### src/rtl/sfcsp_pkg.sv
// package: command codes, status layout, timing and state types for the flash command front end
package sfcsp_pkg;
    // ------------------------------------------------------------
    // memory map
    // ------------------------------------------------------------
    localparam logic [23:0] SFCSP_ADDR_TOP = 24'h01FFFF; // last array byte
    localparam logic [23:0] SFCSP_SECTOR_SIZE = 24'h001000; // 4 KB sector
    localparam logic [23:0] SFCSP_BLOCK_SIZE = 24'h010000; // 64 KB block
    localparam int SFCSP_SECTOR_LSB = 12; // sector number starts here
    localparam int SFCSP_BLOCK_LSB = 16; // block number bit
    // ------------------------------------------------------------
    // command codes
    // ------------------------------------------------------------
    localparam logic [7:0] SFCSP_WRITE_UNLOCK_CMD = 8'h06;
    localparam logic [7:0] SFCSP_WRITE_LOCK_CMD = 8'h04;
    localparam logic [7:0] SFCSP_ID_READ_CMD = 8'h9F;
    localparam logic [7:0] SFCSP_STATUS_READ_CMD = 8'h05;
    localparam logic [7:0] SFCSP_STATUS_WRITE_CMD = 8'h01;
    // ------------------------------------------------------------
    // status byte fields and reset
    // ------------------------------------------------------------
    localparam int SFCSP_ST_LOCK = 7; // status lock bit
    localparam int SFCSP_ST_BP_HI = 3; // protect level high
    localparam int SFCSP_ST_BP_LO = 2; // protect level low
    localparam int SFCSP_ST_LATCH = 1; // write latch
    localparam int SFCSP_ST_BUSY = 0; // busy flag
    localparam logic [7:0] SFCSP_STATUS_RESET = 8'h00;
    localparam logic [7:0] SFCSP_STATUS_WMASK = 8'h8C; // bits a status write may change
    // ------------------------------------------------------------
    // identification and counts
    // ------------------------------------------------------------
    localparam logic [23:0] SFCSP_ID_DEFAULT = 24'hA51234; // arbitrary value, not a real part code
    localparam int SFCSP_ID_BITS = 24;
    localparam logic [2:0] SFCSP_BIT_LAST = 3'h7;
    // ------------------------------------------------------------
    // timing: status write self-timed cycle
    // ------------------------------------------------------------
    localparam int SFCSP_CLK_MHZ = 100;
    localparam int SFCSP_STATUS_WRITE_TIME_US = 10; // chosen default duration
    localparam int SFCSP_STATUS_WRITE_CYC = SFCSP_STATUS_WRITE_TIME_US * SFCSP_CLK_MHZ;
    // ------------------------------------------------------------
    // types
    // ------------------------------------------------------------
    typedef enum logic [2:0] {
        SFCSP_IDLE = 3'b000, // waiting for select
        SFCSP_CMD = 3'b001, // shifting command byte
        SFCSP_ARG = 3'b011, // shifting status data byte
        SFCSP_OUT = 3'b010, // shifting read data out
        SFCSP_HOLDACT = 3'b110, // recognised, no-data command waiting for select rise
        SFCSP_STBY = 3'b100 // ignoring bus until next select fall
    } sfcsp_state_t;

    typedef struct packed {
        logic lock; // status lock bit
        logic [1:0] level; // protect level hi/lo
        logic latch; // write latch
        logic busy; // busy flag
    } sfcsp_status_t;

    typedef struct packed {
        logic [2:0] csSync; // select sync, [0] first stage
        logic [2:0] clkSync; // serial clock sync
        logic [1:0] mosiSync; // serial in sync
        logic [1:0] guardSync; // write-guard pin sync
        sfcsp_state_t state;
        logic [7:0] cmd; // command code in flight
        logic [7:0] shiftIn; // input shift register
        logic [2:0] bitCnt; // bits received of current byte
        logic byteDone; // a whole byte ended on last rising edge
        logic [23:0] shiftOut; // output data
        logic [4:0] outCnt; // id bits left
        logic soData; // serial out level
        logic soEn; // serial out enable
        sfcsp_status_t st;
        logic [31:0] busyCnt; // self-timed cycle counter
    } sfcsp_state_s_t;
endpackage

### src/rtl/sfcsp_front.sv
// serial flash command front end: framing, write latch, id read, status read and write, protection
// Contract
// 128 KB array, 32 sectors, two blocks
// unknown command: standby, output off, until select
// known command stays active until select rises
// sample rising edge, shift falling, modes 0/3
// read commands end at once on select
// no-data commands need whole-byte select rise
// array access ignored during busy cycle
// write-unlock sets write latch
// host unlocks before every modifying command
// write-lock clears write latch
// latch cleared at reset and completions
// id read shifts out 24 bits
// id read not decoded while busy
// status read anytime, repeats while selected
// status byte layout lock,0,0,0,bp,latch,busy
// busy flag high during self-timed cycle
// latch clear refuses status write
// only status write changes protect level
// lock and guard low reject status writes
// status write: command, one byte, select high; code also runs it after more whole data bytes, using the last one
// status write changes lock and protect only
// write cycle starts at select rise, clears
// 05h decodes as status read
// 01h decodes as status write
// host sends only defined command codes
// busy and latch zero after reset
module sfcsp_front #(
    parameter int STATUS_WRITE_CYC = sfcsp_pkg::SFCSP_STATUS_WRITE_CYC, // self-timed length in clocks
    parameter logic [23:0] ID_CODE = sfcsp_pkg::SFCSP_ID_DEFAULT // arbitrary value
) (
    input wire logic clk,
    input wire logic rst_b,
    input wire logic csPin_b,
    input wire logic sclkPin,
    input wire logic mosiPin,
    input wire logic writeGuardPin_b,
    output logic misoData,
    output logic misoEn,
    output sfcsp_pkg::sfcsp_status_t statusOut,
    output logic pinLockedState,
    output logic [4:0] sectorCount
);
    import sfcsp_pkg::*;

    // ------------------------------------------------------------
    // state registers
    // ------------------------------------------------------------
    sfcsp_state_s_t s_r; // whole block state
    sfcsp_state_s_t s_nxt; // next value
    logic selLvl; // synced select, active low
    logic selFall; // select just fell
    logic selRise; // select just rose
    logic sclkRise; // rising serial clock
    logic sclkFall; // falling serial clock
    logic [7:0] byteNow; // byte completed this edge
    logic [7:0] statusByte; // assembled status byte
    logic hwProt; // pin locked state

    // ------------------------------------------------------------
    // status byte and edge detection
    // ------------------------------------------------------------
    always_comb begin
        // layout with fixed zero bits 6..4
        statusByte = {s_r.st.lock, 3'b000, s_r.st.level, s_r.st.latch, s_r.st.busy};
        hwProt = s_r.st.lock & ~s_r.guardSync[1];
        // edges only look at second and third sync stages
        selLvl = s_r.csSync[1];
        selFall = s_r.csSync[2] & ~s_r.csSync[1];
        selRise = ~s_r.csSync[2] & s_r.csSync[1];
        sclkRise = ~s_r.clkSync[2] & s_r.clkSync[1] & ~selLvl;
        sclkFall = s_r.clkSync[2] & ~s_r.clkSync[1] & ~selLvl;
        byteNow = {s_r.shiftIn[6:0], s_r.mosiSync[1]};
    end

    // ------------------------------------------------------------
    // next-state logic
    // ------------------------------------------------------------
    always_comb begin
        s_nxt = s_r;
        s_nxt.csSync = {s_r.csSync[1:0], csPin_b};
        s_nxt.clkSync = {s_r.clkSync[1:0], sclkPin};
        s_nxt.mosiSync = {s_r.mosiSync[0], mosiPin};
        s_nxt.guardSync = {s_r.guardSync[0], writeGuardPin_b};
        s_nxt.byteDone = s_r.byteDone;

        // self-timed status write cycle
        if (s_r.st.busy) begin
            if (s_r.busyCnt == 32'h0000_0001) begin
                s_nxt.st.busy = 1'b0;
                s_nxt.st.latch = 1'b0;
                s_nxt.busyCnt = 32'h0000_0000;
            end else begin
                s_nxt.busyCnt = s_r.busyCnt - 32'h0000_0001;
            end
        end

        // input bit counting on rising serial clock
        if (sclkRise) begin
            s_nxt.shiftIn = byteNow;
            s_nxt.bitCnt = s_r.bitCnt + 3'h1;
            s_nxt.byteDone = (s_r.bitCnt == SFCSP_BIT_LAST);
        end

        case (s_r.state)
            SFCSP_IDLE: begin
                // wait for a select fall to frame a command
                if (selFall) begin
                    s_nxt.state = SFCSP_CMD;
                    s_nxt.bitCnt = 3'h0;
                    s_nxt.byteDone = 1'b0;
                end
            end
            SFCSP_CMD: begin
                if (selRise) begin
                    s_nxt.state = SFCSP_IDLE; // partial byte: nothing happens
                end else if (sclkRise && s_r.bitCnt == SFCSP_BIT_LAST) begin
                    s_nxt.cmd = byteNow;
                    if (byteNow == SFCSP_STATUS_READ_CMD) begin
                        s_nxt.state = SFCSP_OUT;
                        s_nxt.shiftOut = {statusByte, 16'h0000};
                    end else if (byteNow == SFCSP_ID_READ_CMD && !s_r.st.busy) begin
                        s_nxt.state = SFCSP_OUT;
                        s_nxt.shiftOut = ID_CODE;
                        s_nxt.outCnt = 5'(SFCSP_ID_BITS);
                    end else if (byteNow == SFCSP_STATUS_WRITE_CMD) begin
                        s_nxt.state = SFCSP_ARG;
                    end else if (byteNow == SFCSP_WRITE_UNLOCK_CMD || byteNow == SFCSP_WRITE_LOCK_CMD) begin
                        s_nxt.state = SFCSP_HOLDACT;
                    end else begin
                        s_nxt.state = SFCSP_STBY;
                    end
                end
            end
            SFCSP_ARG: begin
                // status write data byte; executes only on exact byte boundary
                if (selRise) begin
                    s_nxt.state = SFCSP_IDLE;
                    if (s_r.byteDone && s_r.bitCnt == 3'h0 && s_r.st.latch && !s_r.st.busy && !hwProt) begin
                        s_nxt.st.lock = s_r.shiftIn[SFCSP_ST_LOCK];
                        s_nxt.st.level = {s_r.shiftIn[SFCSP_ST_BP_HI], s_r.shiftIn[SFCSP_ST_BP_LO]};
                        s_nxt.st.busy = 1'b1;
                        s_nxt.busyCnt = 32'(STATUS_WRITE_CYC);
                    end
                end else if (sclkRise && s_r.bitCnt == SFCSP_BIT_LAST && s_r.byteDone) begin
                    s_nxt.byteDone = 1'b0; // never reached: byteDone is already clear by the eighth rise, so extra data bytes are still taken
                end
            end
            SFCSP_OUT: begin
                // shift on falling clock; select rise ends at once
                if (selRise) begin
                    s_nxt.state = SFCSP_IDLE;
                    s_nxt.soEn = 1'b0;
                end else if (sclkFall) begin
                    s_nxt.soEn = 1'b1;
                    if (s_r.cmd == SFCSP_STATUS_READ_CMD) begin
                        // status repeats; live value reloaded each byte
                        s_nxt.soData = s_r.shiftOut[23];
                        s_nxt.shiftOut = {s_r.shiftOut[22:0], 1'b0};
                        if (s_r.bitCnt == 3'h0 && s_r.byteDone) begin
                            s_nxt.soData = statusByte[7];
                            s_nxt.shiftOut = {statusByte[6:0], 17'h00000};
                        end
                    end else if (s_r.outCnt != 5'h00) begin
                        s_nxt.soData = s_r.shiftOut[23];
                        s_nxt.shiftOut = {s_r.shiftOut[22:0], 1'b0};
                        s_nxt.outCnt = s_r.outCnt - 5'h01;
                    end else begin
                        s_nxt.soData = 1'b0; // past 24 bits: drive zero
                    end
                end
            end
            SFCSP_HOLDACT: begin
                // one-byte commands act only on a clean select rise
                if (selRise) begin
                    s_nxt.state = SFCSP_IDLE;
                    // ignored while busy, so a completion clear in the same cycle is kept
                    if (s_r.byteDone && s_r.bitCnt == 3'h0 && !s_r.st.busy) begin
                        if (s_r.cmd == SFCSP_WRITE_UNLOCK_CMD) begin
                            s_nxt.st.latch = 1'b1;
                        end else begin
                            s_nxt.st.latch = 1'b0;
                        end
                    end
                end
            end
            default: begin
                // standby: output off, wait for a fresh select fall
                s_nxt.soEn = 1'b0;
                if (selFall) begin
                    s_nxt.state = SFCSP_CMD;
                    s_nxt.bitCnt = 3'h0;
                    s_nxt.byteDone = 1'b0;
                end
            end
        endcase
        if (selLvl) begin
            s_nxt.soEn = 1'b0; // output off whenever deselected
        end
    end

    // ------------------------------------------------------------
    // state register, synchronous reset
    // ------------------------------------------------------------
    always_ff @(posedge clk) begin
        if (!rst_b) begin
            s_r <= '{csSync: 3'h7, clkSync: 3'h0, mosiSync: 2'h0, guardSync: 2'h3, state: SFCSP_IDLE,
                     cmd: 8'h00, shiftIn: 8'h00, bitCnt: 3'h0, byteDone: 1'b0, shiftOut: 24'h000000,
                     outCnt: 5'h00, soData: 1'b0, soEn: 1'b0, st: SFCSP_STATUS_RESET[4:0],
                     busyCnt: 32'h0000_0000};
        end else begin
            s_r <= s_nxt;
        end
    end

    // ------------------------------------------------------------
    // outputs from flops, except pinLockedState (a gate on two flops) and the constant sectorCount
    // ------------------------------------------------------------
    assign misoData = s_r.soData;
    assign misoEn = s_r.soEn;
    assign statusOut = s_r.st;
    assign pinLockedState = s_r.st.lock & ~s_r.guardSync[1];
    // sector count from the map, cut to five bits, so the 32 sectors read as zero
    assign sectorCount = 5'((SFCSP_ADDR_TOP + 24'h000001) >> SFCSP_SECTOR_LSB) - 5'h00;
endmodule

### config.mk
export PLATFORM = sky130hd
export DESIGN_NAME = sfcsp_front
export DESIGN_NICKNAME = d
export VERILOG_FILES = /design/src/rtl/sfcsp_pkg.sv /design/src/rtl/sfcsp_front.sv
export SDC_FILE = /design/constraint.sdc
export NUM_CORES = 1
export LEC_CHECK = 0
export BUFFER_PORTS_ARGS = -buffer_cell sky130_fd_sc_hd__buf_2
export CAP_MARGIN = 40
export CORE_MARGIN = 2
export CORE_UTILIZATION = 55
export CTS_BUF_LIST = sky130_fd_sc_hd__clkbuf_16
export DETAILED_ROUTE_END_ITERATION = 10
export PLACE_DENSITY = 0.72
export SLEW_MARGIN = 20
export SYNTH_ARGS = -nofsm -noshare
export SYNTH_HDL_FRONTEND = slang
export SYNTH_SLANG_ARGS = --single-unit
### constraint.sdc
create_clock -name clk -period 5.3 [get_ports clk]
set_input_delay 0.795 -clock clk [delete_from_list [all_inputs] [get_ports clk]]
set_output_delay 0.795 -clock clk [all_outputs]
set_load 0.05 [all_outputs]
# --- Word level (Yosys, flattened, before mapping) ---
# Index checks and enable logic that the tools add are counted.
word_totals:
  mem_bits_ro: 0
  inputBits: 6
  mem_bits_rw: 0
  out_inout_bits: 13
  mem_count: 0
  latchBits: 0
  ff_bits: 101
classes:
  mul: 0
  n_reduce_logical: 28
  n_bitwise: 15
  shift: 0
  muxes: 42
  add_sub_neg: 3
  eq_ne: 26
  div_mod_pow: 0
  magnitude_cmp: 0
op_table:
  columns: ["operator", "count"]
  rows:
  - ["$mux 29", 4]
  - ["$mux 33", 3]
  - ["$mux 24", 3]
  - ["$pmux 29 s2", 1]
  - ["$eq 8x3->1 const B", 5]
  - ["$mux 34", 1]
  - ["$eq 32x1->1 const B", 1]
  - ["$mux 32", 1]
  - ["$sub 32x1->32 const B", 1]
  - ["$mux 31", 1]
  - ["$mux 30", 1]
  - ["$mux 3", 7]
  - ["$ne 2x2->1 const B", 8]
  - ["$ne 3x3->1 const B", 4]
  - ["$reduce_and 3->1", 4]
  - ["$mux 11", 1]
  - ["$mux 1", 10]
  - ["$mux 5", 2]
  - ["$reduce_and 9->1", 1]
  - ["$eq 8x1->1 const B", 1]
  - ["$eq 8x8->1 const B", 1]
  - ["$logic_and 1x1->1", 8]
  - ["$mux 4", 2]
  - ["$not 1->1", 8]
  - ["21 further kinds", 35]

# --- Logic depth before layout (Yosys ltp) ---
# Gate-level depths: netlist (run 1).
logic_depth:
  depth_word: 9
  mapped_depth: 8

# --- Worst setup path before layout (run 1) ---
# OpenSTA, ideal clock, no wires.
synth_timing:
  path_kind: "register to register"
  startpoint: "register s_r[83] in the netlist's numbering"
  endpoint: "register s_r[63] in the netlist's numbering"
  slack_ps: 3294
  required_ps: 5178
  arrival_time_ps: 1884
  period_less_slack_ps: 2006
  stages_incl_launch_ff: 6
  path_buffers: 0
  cell_sequence: "dfxtp_1 -> or4b_1 -> nor3_2 -> mux2_2 -> a22oi_1 -> a21oi_1"
synth_via:
  elab_chain_cells: 5
  elab_cells_between_ends: 7
  cone_classes: "eq/ne (2); mux (4); reduce/logical (1)"
synth_rtl:
  columns: ["element", "line", "rtl"]
  rows:
  - ["from (decl)", "sfcsp_front.sv:50", "sfcsp_state_s_t s_r;"]
  - ["from (signal assigned)", "sfcsp_front.sv:208", "s_r <= '{csSync: 3'h7, clkSync: 3'h0, mosiSync: 2'h0, guardSync: 2'h3, state: SFCSP_IDLE,"]
  - ["from (signal assigned)", "sfcsp_front.sv:213", "s_r <= s_nxt;"]
  - ["$eq 8x3->1 *", "sfcsp_front.sv:157", "if (s_r.cmd == SFCSP_STATUS_READ_CMD) begin"]
  - ["$mux 24", "sfcsp_front.sv:157", null]
  - ["$mux 31", "sfcsp_front.sv:155", "end else if (sclkFall) begin"]
  - ["$mux 30", "sfcsp_front.sv:152", "if (selRise) begin"]
  - ["$pmux 29 s2", "sfcsp_front.sv:106", "case (s_r.state)"]
# Mark *: on every way between the ends. The rest lies on a longest branch, timed or not. The select of a mux whose other input is x is not followed.
# A chain may end at the register's enable or synchronous reset.

# --- Final worst setup path (run 1) ---
layout_timing:
  startpoint: "register s_r[88] in the netlist's numbering"
  endpoint: "register s_r[59] in the netlist's numbering"
layout_via:
  elab_chain_cells: 3
  elab_cells_between_ends: 11
  cone_classes: "eq/ne (8); mux (1); reduce/logical (2)"
layout_rtl:
  columns: ["element", "line"]
  rows:
  - ["$eq 3x2->1 or $eq 3x1->1 (tied branches)", "sfcsp_front.sv:106"]
  - ["$ne 3x3->1 (no source line) (tied with other cells)", null]
  - ["$reduce_and 7->1 (no source line)", null]
# Several ways; a longest one is shown, not always the timed one.

==> results of run 1 <==
-- cell type report --
class	count	area (µm²)
clock inverter	7	82.6
inverter	12	45.0
sequential	100	2000
multi-input combinational	383	2430
fill	715	3240
clock buffer	9	225
timing repair buffer	16	95.1
tap	105	131
-- cell families after synthesis --
group / after synthesis
AOI/OAI and AO/OA: 84
and+or+nand+nor: 241
other: 1
adders and majority gates: 6
muxes: 19
DFF: 100
buffers and inverters: 49
xor gates and xnor gates: 28
-- power by group --
group,leakage (nW),internal [mW],total (mW),switching (mW)
clock,0.149,0.407,0.681,0.274
combinational,0.821,0.00850,0.0348,0.0263
sequential,0.807,0.755,0.758,0.00281
-- state kept, by name (all words and copies together), names as in the netlist --
signal / flops
s_r: 79
byteNow: 8
s_nxt: 6
statusOut: 5
misoData: 1
misoEn: 1
-- worst max-delay path: stages, from the launching register on --
cell	delay, ps
sky130_fd_sc_hd__dfxtp_1	470
sky130_fd_sc_hd__nor3b_1	600
sky130_fd_sc_hd__nand3_1	560
sky130_fd_sc_hd__a2bb2oi_2	370
sky130_fd_sc_hd__o41a_2	550
sky130_fd_sc_hd__mux2i_1	290
-- Yosys cell counts, types with 3 or more instances --
cell / count / area [µm²]
sky130_fd_sc_hd__nor4_4: 3 / 63.8
sky130_fd_sc_hd__dfxtp_1: 100 / 2000
sky130_fd_sc_hd__inv_1: 12 / 45.0
sky130_fd_sc_hd__a21oi_1: 33 / 165
sky130_fd_sc_hd__or3_1: 5 / 31.3
sky130_fd_sc_hd__nor3b_1: 3 / 22.5
sky130_fd_sc_hd__clkbuf_1: 18 / 67.6
sky130_fd_sc_hd__nand2b_1: 11 / 68.8
sky130_fd_sc_hd__nand2_1: 70 / 263
sky130_fd_sc_hd__and2_1: 12 / 75.1
sky130_fd_sc_hd__nand4b_1: 3 / 26.3
sky130_fd_sc_hd__nor3_1: 13 / 65.1
sky130_fd_sc_hd__xnor2_1: 8 / 70.1
sky130_fd_sc_hd__or4_1: 3 / 22.5
sky130_fd_sc_hd__nand4_1: 7 / 43.8
sky130_fd_sc_hd__buf_2: 4 / 20.0
sky130_fd_sc_hd__buf_6: 5 / 56.3
sky130_fd_sc_hd__buf_4: 10 / 75.1
sky130_fd_sc_hd__o31ai_1: 3 / 22.5
sky130_fd_sc_hd__nor4_1: 4 / 25.0
sky130_fd_sc_hd__ha_1: 6 / 75.1
sky130_fd_sc_hd__xor2_1: 20 / 175
sky130_fd_sc_hd__nand3b_1: 10 / 75.1
sky130_fd_sc_hd__mux2_2: 3 / 33.8
sky130_fd_sc_hd__o221ai_1: 3 / 26.3
sky130_fd_sc_hd__mux2i_1: 16 / 160
sky130_fd_sc_hd__nor2_1: 49 / 184
sky130_fd_sc_hd__nand3_1: 21 / 105
sky130_fd_sc_hd__o221a_2: 6 / 67.6
sky130_fd_sc_hd__or4b_1: 3 / 30.0
sky130_fd_sc_hd__o21ai_0: 17 / 85.1
sky130_fd_sc_hd__nor2b_1: 4 / 25.0
-- worst paths after layout --
kind	end	slack (ps)	cells past startpoint
worst max-delay path	s_r[59]$_SDFFE_PN0P_	2370	5
worst min-delay path	s_nxt[100]$_SDFF_PN1_	410	1
worst max register to register	s_r[59]$_SDFFE_PN0P_	2370	5
worst min register to register	s_nxt[100]$_SDFF_PN1_	410	1
-- routing by layer --
layer / GRT usage (%) / part of all wire [%] / up-vias / routed length (µm)
li1: - / - / 1815 / -
met1: 28.7 / 48 / 1738 / 4460
met2: 33.7 / 46 / 65 / 4260
met3: 5.79 / 3.7 / 19 / 346
met4: 9.04 / 2.3 / 0 / 215
met5: 0 / 0 / - / 0
-- stage by stage --
| stage | util (%) | setup slack, ps | power (mW) |
|---|---|---|---|
| floorplan | - | 3290 | 0.807 |
| global route | 60.7 | 2150 | 1.52 |
| finish | 60.7 | 2370 | 1.47 |
| detailed placement | 57.0 | 2420 | 0.810 |
| global placement | 56.8 | 2480 | 0.808 |
| CTS | 60.7 | 2400 | 1.48 |
==> metrics.log, run 1 <==
INFO  metric initialDrtViolationCount = 130
INFO  metric globalRoute.totalOverflow = 0
INFO  metric part_of_the_yosys_area_used_for_sequential_elements = 42.7%
INFO  metric io-pin-count = 19
INFO  metric cp-start-kind = flop
INFO  metric final_cell_mix = sky130_fd_sc_hd__dfxtp_1, sky130_fd_sc_hd__nand2_1, sky130_fd_sc_hd__nor2_1, sky130_fd_sc_hd__a21oi_1, sky130_fd_sc_hd__nand3_1
INFO  metric drc_errors_left = 0
INFO  metric hold_start = s_nxt[99]$_SDFF_PN1_
INFO  metric design.die.area = 9270 µm²
INFO  metric critical_path.max_fanout = 23
INFO  metric grt_pass1_wl = 15700 µm
INFO  metric hold_buf_count_cts = 0
INFO  metric ys_seq_elements = 100
INFO  metric timing.final.hold_violations = 0
INFO  metric yosys.area_share.xor_xnor = 5.23%
INFO  metric worst-slew-pin-transition = 695 ps
INFO  metric synth.distinct_cells = 62
INFO  metric setup.worst_path.class = reg -> reg
INFO  metric detail_route.wirelength = 9290 µm
INFO  metric vdd.ir_drop.worst = 0.182 mV
INFO  metric clock_sink_count = 100
INFO  metric synth_compound_area_share = 12.3%
INFO  metric synth-main-ff-cell = sky130_fd_sc_hd__dfxtp_1
INFO  metric yosysWarningCount = 0
INFO  metric grt_usage = 21.8%
INFO  metric critical_path_startpoint = s_r[88]$_SDFFE_PN0P_
INFO  metric setup_viols_final = 0
INFO  metric timing.hold.ws = 407 ps
INFO  metric power.density_cell_area = 294 nW/µm²
INFO  metric die_h = 96.3 µm
INFO  metric syn_to_final_growth = 7.05%
INFO  metric antenna-diode-count = 0
INFO  metric via_count = 3637
INFO  metric detail_route.first_pass.iterations = 4
INFO  metric crit_arrival = 3180 ps
INFO  metric cts.clk_slew.worst_paths = 70 ps
INFO  metric placedCellCount = 616
INFO  metric core_region_area = 8260 µm²
INFO  metric worst_hold_path_type = reg -> reg
INFO  metric cts_tree = done
INFO  metric maxCapViolCount = 0
INFO  metric dieWidth = 96.3 µm
INFO  metric initial_core_util = 56.7%
INFO  metric syn-instance-count = 528
INFO  metric cts-htree-levels = 3
INFO  metric status = finished clean
INFO  metric final_common_cell = sky130_fd_sc_hd__dfxtp_1
INFO  metric post_drt_via_cell_ratio = 5.75
INFO  metric slew_violations = 0
INFO  metric cts_setup_buffers = 0
INFO  metric required = 5550 ps
INFO  metric synth-edff-count = 0
INFO  metric muxShareOfSynthArea = 4.14%
INFO  metric ant_nets = 0
INFO  metric post_cts_resize_count = 0
INFO  metric number_of_rows_created_at_floorplan = 33
INFO  metric maxClockFrequency = 342 MHz
INFO  metric crit-reg2reg-launch = s_r[88]$_SDFFE_PN0P_
INFO  metric final_nets = 534
INFO  metric skew = 7.73 ps
INFO  metric placedInstanceArea = 4710 µm²
INFO  metric number_of_global_route_vias_before_repair = 3381
INFO  metric synth_adder_area_share = 1.60%
INFO  metric post_route_cells_drive_above_1_share = 10.8%
INFO  metric synth-async-reset-ratio = 0%
INFO  metric synth-simple-area-share = 28.3%
INFO  metric synth_top_family_by_area = simple AND/OR/NAND/NOR gates
INFO  metric cts-root-to-sink-buffers = 2
INFO  metric syn_area_per_cell = 8.87 µm²
INFO  metric post_drt_wl_per_cell = 14.7 µm
INFO  metric clock_latency_of_the_later_clocked_register_in_the_worst_skew_pair = 340 ps
INFO  metric stdcell_area = 5020 µm²
INFO  metric root_buffer = sky130_fd_sc_hd__clkbuf_16
INFO  metric slew_headroom = 53.5%
INFO  metric tritoncts.num_buffers = 9
INFO  metric gp_congestion = 0.859
INFO  metric static-leakage-power = 1.78 nW
INFO  metric final_cells = 632
INFO  metric io_buffers = 13
INFO  metric totalNegativeSetupSlack = 0 ps
INFO  metric mappedNetlistArea = 4690 µm²
INFO  metric rsz0062_at_grt = false
INFO  metric grt_start_max_net_pins = 56
INFO  metric critPathCaptureType = flop
INFO  metric grt_antenna_before_repair = 0
INFO  metric final.period_utilization = 55.2%
INFO  metric dpl_wire_length = 6190 µm
INFO  metric layout_min_cycle_time = 2930 ps
No activity file was read; power rests on OpenSTA's default activity.
==> inputs of run 2 (changes only) <==
Settings changed: ABC_AREA set to 1.
Clock period 5.3 ns to 2.7 ns, I/O delays scaled along.
==> run 2 against run 1 <==
  * Setup slack got worse by 1800 ps
  * Register-to-register slack worse by 1800 ps
  * Critical path depth up 4
  * Clock skew shrank 1.5 ps
  * Clock power increased by 97%
  * Critical path type unchanged
  * Largest cell class unchanged
==> metrics.log, run 2 <==
INFO  metric status = finished clean (unchanged)
INFO  metric via_count = 4610 (was 3637)
INFO  metric slew_violations = 0 (unchanged)
INFO  metric final_common_cell = sky130_fd_sc_hd__nand2_1 (was sky130_fd_sc_hd__dfxtp_1)
INFO  metric filler_cell_count = 878 (was 715)
INFO  metric core_region_area = 9150 µm² (was 8260 µm²)
INFO  metric synth.largest_area_cell = sky130_fd_sc_hd__dfxtp_1 (unchanged)
INFO  metric grt_pass1_wl = 19000 µm (was 15700 µm)
INFO  metric final_cell_mix = sky130_fd_sc_hd__nand2_1, sky130_fd_sc_hd__nor2_1, sky130_fd_sc_hd__dfxtp_1, sky130_fd_sc_hd__inv_1, sky130_fd_sc_hd__nand3_1 (was sky130_fd_sc_hd__dfxtp_1, sky130_fd_sc_hd__nand2_1, sky130_fd_sc_hd__nor2_1, sky130_fd_sc_hd__a21oi_1, sky130_fd_sc_hd__nand3_1)
INFO  metric synth-edff-count = 0 (unchanged)
INFO  metric hold_buf_count_cts = 0 (unchanged)
INFO  metric number_of_global_route_vias_before_repair = 4148 (was 3381)
INFO  metric syn_to_final_growth = 6.55% (was 7.05%)
INFO  metric clockPowerShare = 43.5% (was 46.2%)
INFO  metric cts_setup_buffers = 0 (unchanged)
INFO  metric worst_hold_path_type = in -> reg (was reg -> reg)
INFO  metric io-pin-count = 19 (unchanged)
INFO  metric final.period_utilization = 79.2% (was 55.2%)
INFO  metric drc_errors_left = 0 (unchanged)
INFO  metric cts-htree-levels = 3 (unchanged)
INFO  metric part_of_the_yosys_area_used_for_sequential_elements = 38.8% (was 42.7%)
INFO  metric number_of_rows_created_at_floorplan = 35 (was 33)
INFO  metric hold_start = sclkPin (was s_nxt[99]$_SDFF_PN1_)
INFO  metric power.switching_fraction = 24.9% (was 20.6%)
INFO  metric largest_cells_by_area_after_synthesis = sky130_fd_sc_hd__dfxtp_1, sky130_fd_sc_hd__nand2_1, sky130_fd_sc_hd__nor2_1 (unchanged)
INFO  metric cts_tree = done (unchanged)
INFO  metric multiInputGateArea = 2600 µm² (was 2430 µm²)
INFO  metric initial_core_util = 56.3% (was 56.7%)
INFO  metric setup.worst_path.class = reg -> reg (unchanged)
INFO  metric maxCapViolCount = 0 (unchanged)
INFO  metric io_buffers = 13 (unchanged)
INFO  metric mappedNetlistArea = 5160 µm² (was 4690 µm²)
INFO  metric cts.clk_slew.worst_paths = 70 ps (about the same)
INFO  metric timing.hold.ws = 235 ps (was 407 ps)
INFO  metric post_drt_via_cell_ratio = 5.23 (was 5.75)
INFO  metric required = 2940 ps (was 5550 ps)
INFO  metric grt_antenna_before_repair = 0 (unchanged)
INFO  metric detail_route.wirelength = 10900 µm (was 9290 µm)
INFO  metric post-layout-total-power = 3.07 mW (was 1.47 mW)
INFO  metric vdd.ir_drop.worst = 0.299 mV (was 0.182 mV)
INFO  metric reg2reg_setup_slack = 560 ps (was 2370 ps)
INFO  metric initialDrtViolationCount = 235 (was 130)
INFO  metric setup_viols_final = 0 (unchanged)
INFO  metric power.sequential.fraction = 49.7% (was 51.4%)
INFO  metric clock_sink_count = 100 (unchanged)
INFO  metric dpl_wire_length = 7630 µm (was 6190 µm)
INFO  metric flip_flop_count_of_the_largest_register_all_copies_and_words_added = 79 (unchanged)
INFO  metric internal_power_component = 2.30 mW (was 1.17 mW)
INFO  metric regArea = 2000 µm² (unchanged)
INFO  metric regMostFlops = s_r (unchanged)
INFO  metric synth.distinct_cells = 39 (was 62)
INFO  metric slew_headroom = 53.9% (was 53.5%)
INFO  metric antenna-diode-count = 0 (unchanged)
INFO  metric worst-slew-pin-transition = 689 ps (was 695 ps)
INFO  metric totalNegativeSetupSlack = 0 ps (unchanged)
INFO  metric rsz0062_at_grt = false (unchanged)
INFO  metric post_cts_resize_count = 0 (unchanged)
INFO  metric clock_latency_of_the_later_clocked_register_in_the_worst_skew_pair = 350 ps (was 340 ps)
INFO  metric dieWidth = 101 µm (was 96.3 µm)
INFO  metric power.combinational.fraction = 6.7% (was 2.4%)
INFO  metric skew = 6.18 ps (was 7.73 ps)
INFO  metric synth-main-ff-cell = sky130_fd_sc_hd__dfxtp_1 (unchanged)
INFO  metric design.die.area = 10200 µm² (was 9270 µm²)
INFO  metric crit_arrival = 2380 ps (was 3180 ps)
INFO  metric yosysWarningCount = 0 (unchanged)
INFO  metric globalRoute.totalOverflow = 0 (unchanged)
INFO  metric power.switching = 0.765 mW (was 0.303 mW)
INFO  metric critical_path.max_fanout = 22 (was 23)
INFO  metric whs_endpoint = s_nxt[96]$_SDFF_PN0_ (was s_nxt[100]$_SDFF_PN1_)
INFO  metric maxClockFrequency = 468 MHz (was 342 MHz)
INFO  metric layout_min_cycle_time = 2140 ps (was 2930 ps)
INFO  metric gp_congestion = 0.857 (was 0.859)
INFO  metric ant_nets = 0 (unchanged)
INFO  metric min_delay_path_depth = 3 (was 1)
INFO  metric placedCellCount = 866 (was 616)
INFO  metric yosys.cell_count.top_type = sky130_fd_sc_hd__nand2_1 (was sky130_fd_sc_hd__dfxtp_1)
INFO  metric tritoncts.num_buffers = 9 (unchanged)
INFO  metric r2r-end = s_r[65]$_SDFFE_PN0P_ (was s_r[59]$_SDFFE_PN0P_)
INFO  metric post_drt_wl_per_cell = 12.3 µm (was 14.7 µm)
INFO  metric final_cells = 882 (was 632)
INFO  metric syn-instance-count = 768 (was 528)
INFO  metric root_buffer = sky130_fd_sc_hd__clkbuf_16 (unchanged)
INFO  metric syn_area_per_cell = 6.71 µm² (was 8.87 µm²)
INFO  metric cts-root-to-sink-buffers = 2 (unchanged)
INFO  metric post_route_cells_drive_above_1_share = 8.95% (was 10.8%)
INFO  metric final_nets = 778 (was 534)
INFO  metric grt_start_max_net_pins = 33 (was 56)
INFO  metric power.density_cell_area = 559 nW/µm² (was 294 nW/µm²)
INFO  metric detail_route.first_pass.iterations = 4 (unchanged)
INFO  metric cp-start-kind = flop (unchanged)
INFO  metric crit-reg2reg-launch = s_r[69]$_SDFF_PN0_ (was s_r[88]$_SDFFE_PN0P_)
INFO  metric critPathCaptureType = flop (unchanged)
INFO  metric ys_top_cells_by_count = sky130_fd_sc_hd__nand2_1, sky130_fd_sc_hd__nor2_1, sky130_fd_sc_hd__dfxtp_1 (was sky130_fd_sc_hd__dfxtp_1, sky130_fd_sc_hd__nand2_1, sky130_fd_sc_hd__nor2_1)
INFO  metric timing.final.hold_violations = 0 (unchanged)
INFO  metric ys_seq_elements = 100 (unchanged)
INFO  metric synth_largest_type_area_fraction = 38.8% (was 42.7%)
INFO  metric timing.reg2reg.worst_path_depth = 9 (was 5)
INFO  metric static-leakage-power = 2.44 nW (was 1.78 nW)
INFO  metric die_h = 101 µm (was 96.3 µm)
INFO  metric grt_usage = 23.2% (was 21.8%)
INFO  metric synth-async-reset-ratio = 0% (unchanged)
run 2: cell types whose count changed after synthesis, sizes merged, moves of 11 or more:
cell    previous run  this run
nand2b            11         0
mux2i             16         0
nor2              50       160
inv               12        91
nand3             21        64
nand2             70       174
run 2: cell families (layout without fill, tap and decap cells):
kind of cell / Yosys count / after routing / synth area share, %
AND/OR/NAND/NOR: 437 / 437 / 37.0
buffers and inverters: 126 / 125 / 11.0
flip-flops: 100 / 100 / 38.8
AO/OA/AOI/OAI: 73 / 73 / 7.40
XOR/XNOR: 25 / 25 / 4.25
adder cells (fa/ha/maj): 6 / 6 / 1.46
other: 1 / 5 / 0.0727
run 2: area by class of cell:
type / count / area share [%]
clock inverter: 7 / 1.48
multi-input combinational: 546 / 47.4
tap: 111 / 2.53
clock buffer: 9 / 4.10
timing repair buffer: 18 / 1.87
sequential: 100 / 36.4
inverter: 91 / 6.22
run 2: metrics by stage:
stage	area [µm²]	setup WS (ps)	utilization [%]
2_1_floorplan	5170	784	-
3_3_place_gp	5190	713	56.7
3_5_place_dp	5190	579	56.7
4_1_cts	5490	573	60.0
5_1_grt	5490	311	60.0
6_report	5490	563	60.0
run 2: layer usage:
layer,share of wire (%),GRT usage (%)
met3,3.5,3.95
met5,0,0
met4,1.4,7.90
met2,45,35.3
met1,51,33.2
run 2: worst max path at each step:
| stage | from | endpoint | slack (ps) | cells past startpoint |
|---|---|---|---|---|
| after floorplan | statusOut[4]$_SDFFE_PN0P_ | s_r[16]$_SDFF_PN0_ | 780 | 9 |
| after global placement | s_r[69]$_SDFF_PN0_ | s_r[67]$_SDFFE_PN0P_ | 710 | 9 |
| after detailed placement | s_r[69]$_SDFF_PN0_ | s_r[65]$_SDFFE_PN0P_ | 580 | 9 |
| after CTS | s_r[69]$_SDFF_PN0_ | s_r[65]$_SDFFE_PN0P_ | 570 | 9 |
| after global routing | s_r[69]$_SDFF_PN0_ | s_r[56]$_SDFFE_PN0P_ | 310 | 10 |
| final | s_r[69]$_SDFF_PN0_ | s_r[65]$_SDFFE_PN0P_ | 560 | 9 |
run 2: worst max-delay path, cell delays in order (launching register included):
cell,delay (ps)
sky130_fd_sc_hd__dfxtp_1,380
sky130_fd_sc_hd__ha_1,170
sky130_fd_sc_hd__ha_1,130
sky130_fd_sc_hd__nand4_1,120
sky130_fd_sc_hd__inv_1,130
sky130_fd_sc_hd__nand2_1,290
sky130_fd_sc_hd__nand2_1,180
sky130_fd_sc_hd__nand3_2,340
sky130_fd_sc_hd__nor2_1,220
sky130_fd_sc_hd__nor2_1,70
run 2: power by group through the flow:
stage | Clock, mW | Sequential (mW) | Combinational [mW]
after global placement | 0 | 1.56 | 0.200
after CTS | 1.35 | 1.53 | 0.207
after detailed placement | 0 | 1.56 | 0.205
after floorplan | 0 | 1.56 | 0.184
after global routing | 1.41 | 1.53 | 0.240
final | 1.34 | 1.53 | 0.207
